<file path="config.mk">
export PLATFORM = sky130hd
export DESIGN_NAME = icr_core
export DESIGN_NICKNAME = d
export VERILOG_FILES = /design/src/design/icr_core.v
export VERILOG_INCLUDE_DIRS = /design/src /design/src/shared
export SDC_FILE = /design/constraint.sdc
export NUM_CORES = 1
export LEC_CHECK = 0
export ABC_CLOCK_PERIOD_IN_PS = 11300
export BUFFER_PORTS_ARGS = -buffer_cell sky130_fd_sc_hd__buf_2
export CAP_MARGIN = 20
export CORE_MARGIN = 3
export CORE_UTILIZATION = 30
export CTS_BUF_LIST = sky130_fd_sc_hd__clkbuf_4 sky130_fd_sc_hd__clkbuf_8
export DETAILED_ROUTE_END_ITERATION = 12
export PLACE_DENSITY = 0.51
export SKIP_LAST_GASP = 1
export SYNTH_ARGS = -nofsm -noshare
export SYNTH_HDL_FRONTEND = slang
export SYNTH_SLANG_ARGS = --single-unit
</file>
<file path="constraint.sdc">
create_clock -name i_core_clk -period 11.3 [get_ports i_core_clk]
set_clock_uncertainty 0.05 [all_clocks]
set_input_delay 1.13 -clock i_core_clk [delete_from_list [all_inputs] [get_ports i_core_clk]]
set_output_delay 1.13 -clock i_core_clk [all_outputs]
set_load 0.01 [all_outputs]
</file>
<file path="src/shared/icr_defines.vh">
`ifndef ICR_DEFINES_VH
`define ICR_DEFINES_VH

// Register offsets (7-bit SPI address space)
`define ICR_OFS_SENSOR_DRIVE 7'h01
`define ICR_OFS_DIG_CONV_CFG 7'h04
`define ICR_OFS_ALT_CFG 7'h05
`define ICR_OFS_IRQ_MODE 7'h0A
`define ICR_OFS_AMP_CFG 7'h0C
`define ICR_OFS_REFCNT_LO 7'h30
`define ICR_OFS_REFCNT_HI 7'h31
`define ICR_OFS_FOFS_LO 7'h32
`define ICR_OFS_FOFS_HI 7'h33
`define ICR_OFS_HR_CFG 7'h34
`define ICR_OFS_RES_LO 7'h38
`define ICR_OFS_RES_MID 7'h39
`define ICR_OFS_RES_HI 7'h3A

// Reset values and the lost-oscillation result
`define ICR_RST_BYTE 8'h00
`define ICR_RST_WORD 16'h0000
`define ICR_RST_RESULT 24'h000000
`define ICR_RESULT_NO_OSC 24'hFFFFFF
`define ICR_SYNC_IDLE 11'h001

// Field positions
`define ICR_IRQ_MUX_BIT 7
`define ICR_FIXED_DRIVE_BIT 0

// Timing counts
`define ICR_RESP_MIN_CYC 13'h00C0
`define ICR_RESP_DIVISOR 13'h0003
`define ICR_RESP_CODE_BASE 3'h2
`define ICR_HR_POST_CYC 20'h00037
`define ICR_HR_CNT_SHIFT 4
`define ICR_DIV_STEPS 6'h2C
`define ICR_SPI_CMD_FALLS 4'h8

`endif

</file>
<file path="src/design/icr_core.v">
`timescale 1ns/10ps
`include "icr_defines.vh"

module icr_core (
  // Clock and reset
  input wire i_core_clk,
  input wire i_reset_n,
  // SPI host port
  input wire i_chip_select_n,
  input wire i_sclk,
  input wire i_sdi,
  output wire o_sdo,
  output wire o_sdo_oe_n,
  // Sensor and reference clock
  input wire i_reference_clock_in,
  input wire i_sensor_osc,
  input wire i_no_sensor_osc,
  input wire i_fault,
  // Comparator events
  input wire i_inductance_hysteresis_compare,
  input wire i_inductance_high_event,
  input wire i_impedance_hysteresis_compare,
  input wire i_impedance_high_event,
  // Sensor drive and status
  output wire o_fixed_drive_en,
  output wire [2:0] o_min_impedance_drive_code,
  output wire [7:0] o_drive_level,
  output wire o_interrupt_out_n
);

  localparam SB_CS = 0, SB_SCK = 1, SB_SDI = 2, SB_REF = 3, SB_SEN = 4, SB_NOSC = 5;
  localparam SB_FLT = 6, SB_LHY = 7, SB_LHI = 8, SB_RHY = 9, SB_RHI = 10, NSYNC = 11, CW = 20;
  localparam ST_IDLE = 2'h0, ST_MEAS = 2'h1, ST_PROC = 2'h2;
  // Synchronisers reset to each pin's idle level, so no false edge or latch follows reset
  localparam [NSYNC-1:0] SYNC_IDLE = `ICR_SYNC_IDLE;
  reg [NSYNC-1:0] sync1_ff, sync2_ff, sync3_ff;
  wire [NSYNC-1:0] pin_in;
  assign pin_in = {i_impedance_high_event, i_impedance_hysteresis_compare, i_inductance_high_event,
                   i_inductance_hysteresis_compare, i_fault, i_no_sensor_osc, i_sensor_osc,
                   i_reference_clock_in, i_sdi, i_sclk, i_chip_select_n};

  // Two-stage synchronisers per pin, third stage only for edge finding
  genvar gi;
  generate
    for (gi = 0; gi < NSYNC; gi = gi + 1) begin : g_sync
      always @(posedge i_core_clk or negedge i_reset_n) begin
        if (!i_reset_n) begin
          sync1_ff[gi] <= SYNC_IDLE[gi];
          sync2_ff[gi] <= SYNC_IDLE[gi];
          sync3_ff[gi] <= SYNC_IDLE[gi];
        end else begin
          sync1_ff[gi] <= pin_in[gi];
          sync2_ff[gi] <= sync1_ff[gi];
          sync3_ff[gi] <= sync2_ff[gi];
        end
      end
    end
  endgenerate

  wire cs_n = sync2_ff[SB_CS];
  wire cs_fall = ~sync2_ff[SB_CS] & sync3_ff[SB_CS];
  wire sck_rise = sync2_ff[SB_SCK] & ~sync3_ff[SB_SCK];
  wire sck_fall = ~sync2_ff[SB_SCK] & sync3_ff[SB_SCK];
  wire ref_rise = sync2_ff[SB_REF] & ~sync3_ff[SB_REF];
  wire sen_rise = sync2_ff[SB_SEN] & ~sync3_ff[SB_SEN];
  // Register file
  reg [7:0] drive_set_ff, dig_cfg_ff, alt_cfg_ff, irq_mode_ff, amp_cfg_ff, hr_cfg_ff;
  reg [15:0] ref_count_value_ff, freq_ofs_ff;
  reg [23:0] result_ff;
  // SPI state
  reg [2:0] bit_cnt_ff;
  reg cmd_phase_ff, rd_mode_ff, read_act_ff, sdo_ff, sdo_oe_n_ff;
  reg [6:0] addr_ff, rx_ff;
  reg [7:0] tx_ff, rd_data;
  reg [3:0] fall_cnt_ff;
  wire byte_done = sck_rise & (bit_cnt_ff == 3'h7);
  wire [7:0] rx_byte = {rx_ff, sync2_ff[SB_SDI]};
  wire wr_en = byte_done & ~cmd_phase_ff & ~rd_mode_ff & ~cs_n;
  wire tx_load = sck_fall & (bit_cnt_ff == 3'h0) & ~cmd_phase_ff & rd_mode_ff & ~cs_n;
  wire res_read = tx_load & (addr_ff >= `ICR_OFS_RES_LO) & (addr_ff <= `ICR_OFS_RES_HI);
  wire irq_mux = irq_mode_ff[`ICR_IRQ_MUX_BIT];
  // Read data mux, unmapped addresses read zero
  always @* begin
    rd_data = 8'h00;
    if (addr_ff == `ICR_OFS_SENSOR_DRIVE) rd_data = drive_set_ff;
    else if (addr_ff == `ICR_OFS_DIG_CONV_CFG) rd_data = dig_cfg_ff;
    else if (addr_ff == `ICR_OFS_ALT_CFG) rd_data = alt_cfg_ff;
    else if (addr_ff == `ICR_OFS_IRQ_MODE) rd_data = irq_mode_ff;
    else if (addr_ff == `ICR_OFS_AMP_CFG) rd_data = amp_cfg_ff;
    else if (addr_ff == `ICR_OFS_REFCNT_LO) rd_data = ref_count_value_ff[7:0];
    else if (addr_ff == `ICR_OFS_REFCNT_HI) rd_data = ref_count_value_ff[15:8];
    else if (addr_ff == `ICR_OFS_FOFS_LO) rd_data = freq_ofs_ff[7:0];
    else if (addr_ff == `ICR_OFS_FOFS_HI) rd_data = freq_ofs_ff[15:8];
    else if (addr_ff == `ICR_OFS_HR_CFG) rd_data = hr_cfg_ff;
    else if (addr_ff == `ICR_OFS_RES_LO) rd_data = result_ff[7:0];
    else if (addr_ff == `ICR_OFS_RES_MID) rd_data = result_ff[15:8];
    else if (addr_ff == `ICR_OFS_RES_HI) rd_data = result_ff[23:16];
  end

  // SPI mode 0 engine: command byte (read bit, 7-bit address), then auto-increment data
  always @(posedge i_core_clk or negedge i_reset_n) begin
    if (!i_reset_n) begin
      bit_cnt_ff <= 3'h0;
      cmd_phase_ff <= 1'b1;
      rd_mode_ff <= 1'b0;
      addr_ff <= 7'h00;
      rx_ff <= 7'h00;
      tx_ff <= 8'h00;
      fall_cnt_ff <= 4'h0;
      read_act_ff <= 1'b0;
    end else if (cs_n) begin
      bit_cnt_ff <= 3'h0;
      cmd_phase_ff <= 1'b1;
      rd_mode_ff <= 1'b0;
      fall_cnt_ff <= 4'h0;
      read_act_ff <= 1'b0;
      tx_ff <= 8'h00;
    end else begin
      if (sck_rise) begin
        bit_cnt_ff <= bit_cnt_ff + 3'h1;
        rx_ff <= rx_byte[6:0];
      end
      if (byte_done & cmd_phase_ff) begin
        cmd_phase_ff <= 1'b0;
        rd_mode_ff <= rx_ff[6];
        addr_ff <= rx_byte[6:0];
      end else if (wr_en) begin
        addr_ff <= addr_ff + 7'h01;
      end
      if (sck_fall & (fall_cnt_ff != `ICR_SPI_CMD_FALLS)) fall_cnt_ff <= fall_cnt_ff + 4'h1;
      // Load next read byte ahead of its first rising edge
      if (tx_load) begin
        tx_ff <= rd_data;
        addr_ff <= addr_ff + 7'h01;
        read_act_ff <= 1'b1;
      end else if (sck_fall) begin
        tx_ff <= {tx_ff[6:0], 1'b0};
      end
    end
  end

  // Configuration writes
  always @(posedge i_core_clk or negedge i_reset_n) begin
    if (!i_reset_n) begin
      drive_set_ff <= `ICR_RST_BYTE;
      dig_cfg_ff <= `ICR_RST_BYTE;
      alt_cfg_ff <= `ICR_RST_BYTE;
      irq_mode_ff <= `ICR_RST_BYTE;
      amp_cfg_ff <= `ICR_RST_BYTE;
      ref_count_value_ff <= `ICR_RST_WORD;
      freq_ofs_ff <= `ICR_RST_WORD;
      hr_cfg_ff <= `ICR_RST_BYTE;
    end else if (wr_en) begin
      if (addr_ff == `ICR_OFS_SENSOR_DRIVE) drive_set_ff <= rx_byte;
      else if (addr_ff == `ICR_OFS_DIG_CONV_CFG) dig_cfg_ff <= rx_byte;
      else if (addr_ff == `ICR_OFS_ALT_CFG) alt_cfg_ff <= rx_byte;
      else if (addr_ff == `ICR_OFS_IRQ_MODE) irq_mode_ff <= rx_byte;
      else if (addr_ff == `ICR_OFS_AMP_CFG) amp_cfg_ff <= rx_byte;
      else if (addr_ff == `ICR_OFS_REFCNT_LO) ref_count_value_ff[7:0] <= rx_byte;
      else if (addr_ff == `ICR_OFS_REFCNT_HI) ref_count_value_ff[15:8] <= rx_byte;
      else if (addr_ff == `ICR_OFS_FOFS_LO) freq_ofs_ff[7:0] <= rx_byte;
      else if (addr_ff == `ICR_OFS_FOFS_HI) freq_ofs_ff[15:8] <= rx_byte;
      else if (addr_ff == `ICR_OFS_HR_CFG) hr_cfg_ff <= rx_byte;
    end
  end

  // Fixed sensor drive; code 7 strongest, each lower code halves
  assign o_fixed_drive_en = alt_cfg_ff[`ICR_FIXED_DRIVE_BIT] & amp_cfg_ff[`ICR_FIXED_DRIVE_BIT];
  assign o_min_impedance_drive_code = drive_set_ff[2:0];
  assign o_drive_level = o_fixed_drive_en ? (8'h01 << drive_set_ff[2:0]) : 8'h00;

  // Dual conversion length: response cycles divided by three, in sensor cycles
  wire [2:0] resp_code = dig_cfg_ff[2:0];
  wire [2:0] resp_sh = (resp_code < `ICR_RESP_CODE_BASE) ? 3'h0 : (resp_code - `ICR_RESP_CODE_BASE);
  wire [12:0] resp_cycles = `ICR_RESP_MIN_CYC << resp_sh;
  wire [12:0] dual_target = resp_cycles / `ICR_RESP_DIVISOR;
  reg [12:0] dual_cnt_ff;
  reg dual_ready_ff;

  always @(posedge i_core_clk or negedge i_reset_n) begin
    if (!i_reset_n) begin
      dual_cnt_ff <= 13'h0000;
      dual_ready_ff <= 1'b0;
    end else begin
      dual_ready_ff <= 1'b0;
      if (sen_rise) begin
        if (dual_cnt_ff >= dual_target - 13'h0001) begin
          dual_cnt_ff <= 13'h0000;
          dual_ready_ff <= 1'b1;
        end else begin
          dual_cnt_ff <= dual_cnt_ff + 13'h0001;
        end
      end
    end
  end

  // Hires measurement: sensor prescaler, window, post-processing and divide
  reg [2:0] pre_ff;
  reg ref_seen_ff, pend_ff;
  reg [1:0] hst_ff;
  reg [CW-1:0] ref_cnt_ff, sens_cnt_ff;
  reg [CW:0] rem_ff;
  reg [CW+23:0] dvd_ff;
  reg [23:0] quo_ff, pend_val_ff;
  reg [5:0] step_ff;
  wire [2:0] pre_mask = (3'h1 << hr_cfg_ff[1:0]) - 3'h1;
  wire div_tick = sen_rise & ((pre_ff & pre_mask) == pre_mask);
  wire [CW-1:0] window = {ref_count_value_ff, {`ICR_HR_CNT_SHIFT{1'b0}}};
  wire [CW:0] rem_try = {rem_ff[CW-1:0], dvd_ff[CW+23]};
  wire rem_ge = rem_try >= {1'b0, window};
  wire [23:0] ofs_scaled = {freq_ofs_ff, 8'h00};

  // Reference count of zero skips the window; divide by zero yields all ones
  always @(posedge i_core_clk or negedge i_reset_n) begin
    if (!i_reset_n) begin
      pre_ff <= 3'h0;
      ref_seen_ff <= 1'b0;
      hst_ff <= ST_IDLE;
      ref_cnt_ff <= {CW{1'b0}};
      sens_cnt_ff <= {CW{1'b0}};
      rem_ff <= {(CW+1){1'b0}};
      dvd_ff <= {(CW+24){1'b0}};
      quo_ff <= 24'h000000;
      step_ff <= 6'h00;
      pend_ff <= 1'b0;
      pend_val_ff <= `ICR_RST_RESULT;
    end else begin
      if (sen_rise) pre_ff <= pre_ff + 3'h1;
      if (ref_rise) ref_seen_ff <= 1'b1; // Sticky: one edge proves the reference is there
      if (step_ff != 6'h00) begin
        rem_ff <= rem_ge ? (rem_try - {1'b0, window}) : rem_try;
        dvd_ff <= {dvd_ff[CW+22:0], 1'b0};
        quo_ff <= {quo_ff[22:0], rem_ge};
        step_ff <= step_ff - 6'h01;
      end
      if (pend_ff & cs_n) pend_ff <= 1'b0;
      case (hst_ff)
        ST_IDLE: begin
          if (ref_seen_ff) begin
            hst_ff <= ST_MEAS;
            ref_cnt_ff <= {CW{1'b0}};
            sens_cnt_ff <= {CW{1'b0}};
          end
        end
        ST_MEAS: begin
          if (div_tick) sens_cnt_ff <= sens_cnt_ff + {{(CW-1){1'b0}}, 1'b1};
          if ((ref_cnt_ff >= window) | (ref_rise & (ref_cnt_ff == window - {{(CW-1){1'b0}}, 1'b1}))) begin
            hst_ff <= ST_PROC;
            ref_cnt_ff <= {CW{1'b0}};
            rem_ff <= {(CW+1){1'b0}};
            dvd_ff <= {sens_cnt_ff, 24'h000000};
            step_ff <= `ICR_DIV_STEPS;
          end else if (ref_rise) begin
            ref_cnt_ff <= ref_cnt_ff + {{(CW-1){1'b0}}, 1'b1};
          end
        end
        ST_PROC: begin
          if (ref_rise & (ref_cnt_ff == `ICR_HR_POST_CYC - 20'h00001)) begin
            hst_ff <= ST_MEAS;
            ref_cnt_ff <= {CW{1'b0}};
            sens_cnt_ff <= {CW{1'b0}};
            pend_ff <= 1'b1;
            if (sync2_ff[SB_NOSC]) begin
              pend_val_ff <= `ICR_RESULT_NO_OSC;
            end else if (sync2_ff[SB_FLT]) begin
              pend_val_ff <= `ICR_RST_RESULT;
            end else begin
              pend_val_ff <= quo_ff - ofs_scaled;
            end
          end else if (ref_rise) begin
            ref_cnt_ff <= ref_cnt_ff + {{(CW-1){1'b0}}, 1'b1};
          end
        end
        default: begin
          hst_ff <= ST_IDLE;
        end
      endcase
    end
  end

  // Result lands only while deselected; ready set wins over clear-on-read
  reg hr_ready_ff, l_high_ff, rp_high_ff;
  wire publish = pend_ff & cs_n;
  wire latch_clr = wr_en & (addr_ff == `ICR_OFS_IRQ_MODE) & (rx_byte[5:0] == 6'h00);

  always @(posedge i_core_clk or negedge i_reset_n) begin
    if (!i_reset_n) begin
      result_ff <= `ICR_RST_RESULT;
      hr_ready_ff <= 1'b0;
      l_high_ff <= 1'b0;
      rp_high_ff <= 1'b0;
    end else begin
      if (publish) result_ff <= pend_val_ff;
      if (publish) begin
        hr_ready_ff <= 1'b1;
      end else if (res_read) begin
        hr_ready_ff <= 1'b0;
      end
      if (sync2_ff[SB_LHI]) begin
        l_high_ff <= 1'b1;
      end else if (latch_clr) begin
        l_high_ff <= 1'b0;
      end
      if (sync2_ff[SB_RHI]) begin
        rp_high_ff <= 1'b1;
      end else if (latch_clr) begin
        rp_high_ff <= 1'b0;
      end
    end
  end

  // Interrupt source selection, active low
  wire [5:0] irq_src = {hr_ready_ff, sync2_ff[SB_LHY], l_high_ff, dual_ready_ff, sync2_ff[SB_RHY], rp_high_ff};
  wire irq_act = |(irq_src & irq_mode_ff[5:0]);
  assign o_interrupt_out_n = ~irq_act;

  // Data-out drive; registered so the pin never glitches between modes
  always @(posedge i_core_clk or negedge i_reset_n) begin
    if (!i_reset_n) begin
      sdo_ff <= 1'b1;
      sdo_oe_n_ff <= 1'b1;
    end else if (cs_n | cs_fall) begin
      sdo_ff <= 1'b1;
      sdo_oe_n_ff <= ~(cs_fall & irq_mux);
    end else if (read_act_ff) begin
      sdo_ff <= tx_ff[7];
      sdo_oe_n_ff <= 1'b0;
    end else if (irq_mux) begin
      sdo_ff <= ~irq_act;
      sdo_oe_n_ff <= 1'b0;
    end else if (fall_cnt_ff == `ICR_SPI_CMD_FALLS) begin
      sdo_ff <= tx_ff[7];
      sdo_oe_n_ff <= 1'b0;
    end else begin
      sdo_ff <= 1'b1;
      sdo_oe_n_ff <= 1'b1;
    end
  end

  assign o_sdo = sdo_ff;
  assign o_sdo_oe_n = sdo_oe_n_ff;

endmodule // icr_core

</file>
# Word-level counts from Yosys, hierarchy flattened

Index checks and enable logic that the tools add are counted.

Input port bits: 13
Logic and storage cells: 264
Output and inout port bits: 15
Register bits after elaboration: 347

Add/sub/neg operators: 14
Bitwise logic cells: 47
Shifts and indexed selects: 3
Multiplexer cells: 74
Div/mod/pow operators: 1
Reduce and logical (&&, ||, !) cells: 31
Magnitude comparators: 6
Equality and inequality tests: 25

Operators with widths:

| cell                    | count |
|---|---|
| $mux W8                 | 17 |
| $mux W44                | 3 |
| $mux W20                | 6 |
| $pmux W20 S3            | 2 |
| $mux W21                | 4 |
| $eq A7 B6 Y1 const B    | 8 |
| $mux W24                | 2 |
| $add A20 B1 Y20 const B | 2 |
| $and A1 B1 Y1           | 25 |
| $mux W1                 | 24 |
| $sub A24 B24 Y24        | 1 |
| $ge A21 B20 Y1          | 1 |
| $mux W7                 | 3 |
| $sub A21 B20 Y21        | 1 |
| $eq A20 B20 Y1          | 1 |
| $eq A20 B6 Y1 const B   | 1 |
| $ge A20 B20 Y1          | 1 |
| $sub A20 B1 Y20 const B | 1 |
| $mux W6                 | 3 |
| $not A1 Y1              | 18 |
| $eq A7 B3 Y1 const B    | 2 |
| $eq A7 B4 Y1 const B    | 2 |
| $reduce_bool A2 Y1      | 7 |
| $add A13 B1 Y13 const B | 1 |
| 47 further kinds        | 65 |

# Depth between registers and ports, before layout

Word-level depth: 16
Mapped depth: 40
Mapped depth without buffers: 37

# Worst setup path before layout

Ideal clock, no wire load.

Path kind: reg2reg
Start point: register dig_cfg_ff[1]
End point: register dual_cnt_ff[10]
Data arrival time: 7.224 ns
Clock period less this slack: 7.409 ns
Setup slack: 3.891 ns
Cell stages (with the launch flop): 38
Buffers on the path: 4
Required time: 11.114 ns
Setup time: 0.136 ns
Cell sequence: dfrtp_1 -> buf_2 -> buf_1 -> o21ai_0 -> ha_1 -> buf_2 -> nor2b_1 -> or2_2 -> nor3b_1 -> ha_1 -> clkbuf_1 -> nand2_1 -> o211ai_1 -> nand4_1 -> o21ai_0 -> inv_1 -> ha_1 -> nand2_1 -> [2 not listed] -> a21oi_1 -> nand2b_1 -> ha_1 -> nand2b_1 -> nand3_1 -> ha_1 -> nor3b_1 -> nand3_1 -> a21oi_1 -> ha_1 -> a21boi_0 -> ha_1 -> inv_1 -> or4b_2 -> o31ai_1 -> a21oi_1 -> a21oi_1 -> nor2_1

Cells in the longest elaborated chain, start to end: 7
Elaborated cells between the ends (all ways): 8
Those cells by class: add/sub (2); div (1); order compare (2); shift (1); mux (2)

RTL lines:

| what                                                           | line           | RTL |
|---|---|---|
| start, declared                                                | icr_core.v:67  | `reg [7:0] drive_set_ff, dig_cfg_ff, alt_cfg_ff, irq_mode_ff, amp_cfg_ff, hr_cfg_ff;` |
| start signal, assigned                                         | icr_core.v:146 | `` dig_cfg_ff <= `ICR_RST_BYTE; `` |
| start signal, assigned                                         | icr_core.v:155 | `` else if (addr_ff == `ICR_OFS_DIG_CONV_CFG) dig_cfg_ff <= rx_byte; `` |
| $sub A3 B2 Y3 (no source line) or $lt A3 B2 Y1 (tied branches) | --             |  |
| $mux W3 (*)                                                    | icr_core.v:174 | `` wire [2:0] resp_sh = (resp_code < `ICR_RESP_CODE_BASE) ? 3'h0 : (resp_code - `ICR_RESP_CODE_BASE); `` |
| $shl A8 B3 Y13 (no source line) (*)                            | --             |  |
| $div A13 B2 Y13 (no source line) (*)                           | --             |  |
| $sub A13 B1 Y13 (*)                                            | icr_core.v:187 | `if (dual_cnt_ff >= dual_target - 13'h0001) begin` |
| $ge A13 B13 Y1 (*)                                             | icr_core.v:187 |  |
| $mux W13 (*)                                                   | icr_core.v:187 |  |
| end signal, assigned                                           | icr_core.v:191 | `dual_cnt_ff <= dual_cnt_ff + 13'h0001;` |
| end, declared                                                  | icr_core.v:177 | `reg [12:0] dual_cnt_ff;` |

Mark *: on every way between the ends. The rest lies on a longest branch, timed or not.
A chain may end at the register's enable or synchronous reset.

# Worst setup path after layout

Start point: register dig_cfg_ff[0]
End point: register dual_cnt_ff[8]

The elaborated chain is that of the path after synthesis.

==> impl_metrics.ini <==
[floorplanning]
core_region_area_mm2 = 0.06331
io_pins = 28
start_util_pct = 30.40
dieWidth_um = 259.3
die_area_mm2 = 0.06723
die_h_um = 259.3
std_cell_rows = 92

[yosys]
synth_top_cells_by_count = 340 x dfrtp_1, 273 x nand2_1, 135 x nor2_1
synth_seq_cells = 346
synth_fp_nets = 2146
yosysWarnings = 0
synthTopCellsByArea = dfrtp_1 44%, ha_1 5.7%, mux2_2 5.6%
synth_most_common_cell = dfrtp_1
synth-edff-count = 0
synth.top_cell.area_share_pct = 44.21
synth_flop_cell = dfrtp_1
netlist_instances = 2044
synth_top_area_cell = dfrtp_1
synth.distinct_cells = 81
avgSynthCellArea_um2 = 9.416
syn_area_mm2 = 0.01925
yosysSeqAreaShare_pct = 45.03
synth_async_sr_flop_share_pct = 100.0

[power]
p_leak_nw = 9.563
p_per_area_mw_per_mm2 = 173.6
ir_drop_uv = 107.8

[timing]
timing.final.ws_setup_ns = 2.143
fin_crit_ns = 9.157
rsz0062_at_grt = false
relSlewSlack_pct = 29.77
finalCritPeriodShare_pct = 81.04
fmax_mhz = 109.2
hold_viol = 0
setup_tns_ns = 0
slew_violations = 0
finalSetupViolations = 0
worst_pin_slew_ns = 1.052

[place]
place_congestion = 0.8463
dp_worst_setup_slack_ns = 2.251
dp_hpwl_mm = 33.14
dp_cells = 2805
placedInstanceArea_mm2 = 0.02007
portBuffers = 27

[cts]
clk_path_buf_depth = 3
cts_made_buffers = 66
cts_root_buf = clkbuf_8
cts_tree = built
clock_latency_ns = 0.64
cts_resized = 0
hold_buffers = 0
cts_setup_buffers = 0
htreeDepth = 3
path_clk_slew_ns = 0.06
cts_sinks = 346

[cells_and_area]
finalNonFillerCells = 2920
area_growth_pct = 11.39
nNetsFinal = 2130
finalInstanceArea_mm2 = 0.02144
fillers = 6554
final_core_util_pct = 33.86
final-seq-area_mm2 = 0.008666
drive_above_1_share_pct = 14.04
multi_input_area_mm2 = 0.009758

[route]
drc = 0
ant_nets = 0
drt-initial-drc-count = 972
dr.pass1.iters = 5
routedWlPerCell_um = 16.93
via_per_inst = 5.156
routed_wl_mm = 49.45
vias = 15060

[run_status]
outcome = finished clean

[grt]
grt_max_degree = 87
grt_use_total_pct = 14.88
grt_overflow = 0
grt_pass1_vias = 14890
grt_pass1_wl_mm = 81.78
antenna_found_initial = 1

[hold_path]
min_path_type = flip-flop to flip-flop

[worst_setup_path]
worstSetupEndpointType = flip-flop
cp.arrival_ns = 9.66
cp-start-kind = flip-flop
cpPeakStageDelay_ns = 0.79
crit_top_cell = ha_1
worstPathMaxFanout = 23
required_ns = 11.81
cp_slowest_cell = dfrtp_1
crit_type = flip-flop to flip-flop

[flow_run]
drv_cap = 0
-- report_power, final --
part           switching (W)  internal, W
Clock               0.000550     0.000712
Sequential          0.000168      0.00136
Combinational       0.000560     0.000374
-- registers in the layout, indices dropped and copies added, names as in the netlist, 8 cells and up --
signal	flops
freq_ofs_ff	16
sync1_ff	11
rem_ff	20
dual_cnt_ff	13
irq_mode_ff	8
amp_cfg_ff	8
tx_ff	8
dig_cfg_ff	8
ref_count_value_ff	16
quo_ff	24
dvd_ff	44
pend_val_ff	24
result_ff	24
ref_cnt_ff	20
alt_cfg_ff	8
drive_set_ff	8
hr_cfg_ff	8
sens_cnt_ff	20
-- final timing paths --
kind	from	endpoint	slack (ns)	cells after the start
max	dig_cfg_ff[0]	dual_cnt_ff[8]	2.14	36
min	sync1_ff[3]	sync2_ff[3]	0.27	0
max reg2reg	dig_cfg_ff[0]	dual_cnt_ff[8]	2.14	36
min reg2reg	sync1_ff[3]	sync2_ff[3]	0.27	0
max in group asynchronous	i_reset_n	quo_ff[2]	8.76	3
min in group asynchronous	i_reset_n	fall_cnt_ff[0]	0.44	1
-- worst max-delay path, delay by kind of cell (launching register included) --
family | cells | cell delay, ns
buffers and inverters | 1 | 0.09
XOR/XNOR | 1 | 0.18
AND/OR/NAND/NOR | 14 | 2.51
AO/OA/AOI/OAI | 12 | 2.69
flip-flops | 1 | 0.79
multiplexers | 1 | 0.25
adder cells (fa/ha/maj) | 7 | 2.55
-- cells by family (layout without fill, tap and decap cells) --
kind of cell               Yosys count  in the layout  synth area share, %
xor gates and xnor gates            79             79                3.595
other                                1              3              0.01948
muxes                              130            130                7.385
and+or+nand+nor                    711            711                17.75
DFF                                346            346                45.03
AOI/OAI and AO/OA                  475            475                15.97
buffers and inverters              213            241                4.382
adders and majority gates           89             89                5.864
-- cell type report --
cell class / instances / share of cell area (%)
clock inverters: 13 / 0.5253
clock buffers: 99 / 5.685
inverters: 84 / 1.471
repair buffers: 45 / 1.418
flip-flops and latches: 346 / 40.42
well taps: 846 / 4.938
diodes: 2 / 0.02335
multi-input cells: 1485 / 45.52
-- cell usage in the layout (no fill, tap or decap), types with 16 or more instances in the layout --
master    synthesis  final
mux2i_1          34     34
mux2_2           96     96
clkbuf_8          0     76
nor2b_1          21     21
clkbuf_4          0     23
nand3_1          64     64
dfrtp_1         340    340
xor2_1           36     36
inv_1            83     83
nand2b_1         29     29
ha_1             87     87
a221oi_1         20     20
a21oi_1         126    126
a31oi_1          19     19
buf_2            11     26
nor3_1           49     47
xnor2_1          43     43
nor2_1          135    135
buf_4             8     16
a21o_1           33     33
nand4_1          25     25
and3_1           18     18
nand2_1         273    273
a211oi_1         26     26
o21ai_1          22     22
o21ai_0          98     98
-- metrics by stage --
step / total power (W) / hold slack [ns]
floorplan: 0.002211 / 0.2812
global placement: 0.002459 / 0.2845
detailed placement: 0.002484 / 0.2847
CTS: 0.003782 / 0.2696
global route: 0.003987 / 0.2817
finish: 0.003722 / 0.2653
-- metal layers --
layer  GRT usage (%)  routed length, um  vias up
met4           4.687               1158        0
met3           2.790               1743       90
li1                -                  -     7248
met5               0                  0        -
met1           20.58              23690     7452
met2           23.52              22860      265
Power figures use the tool's default switching activity.
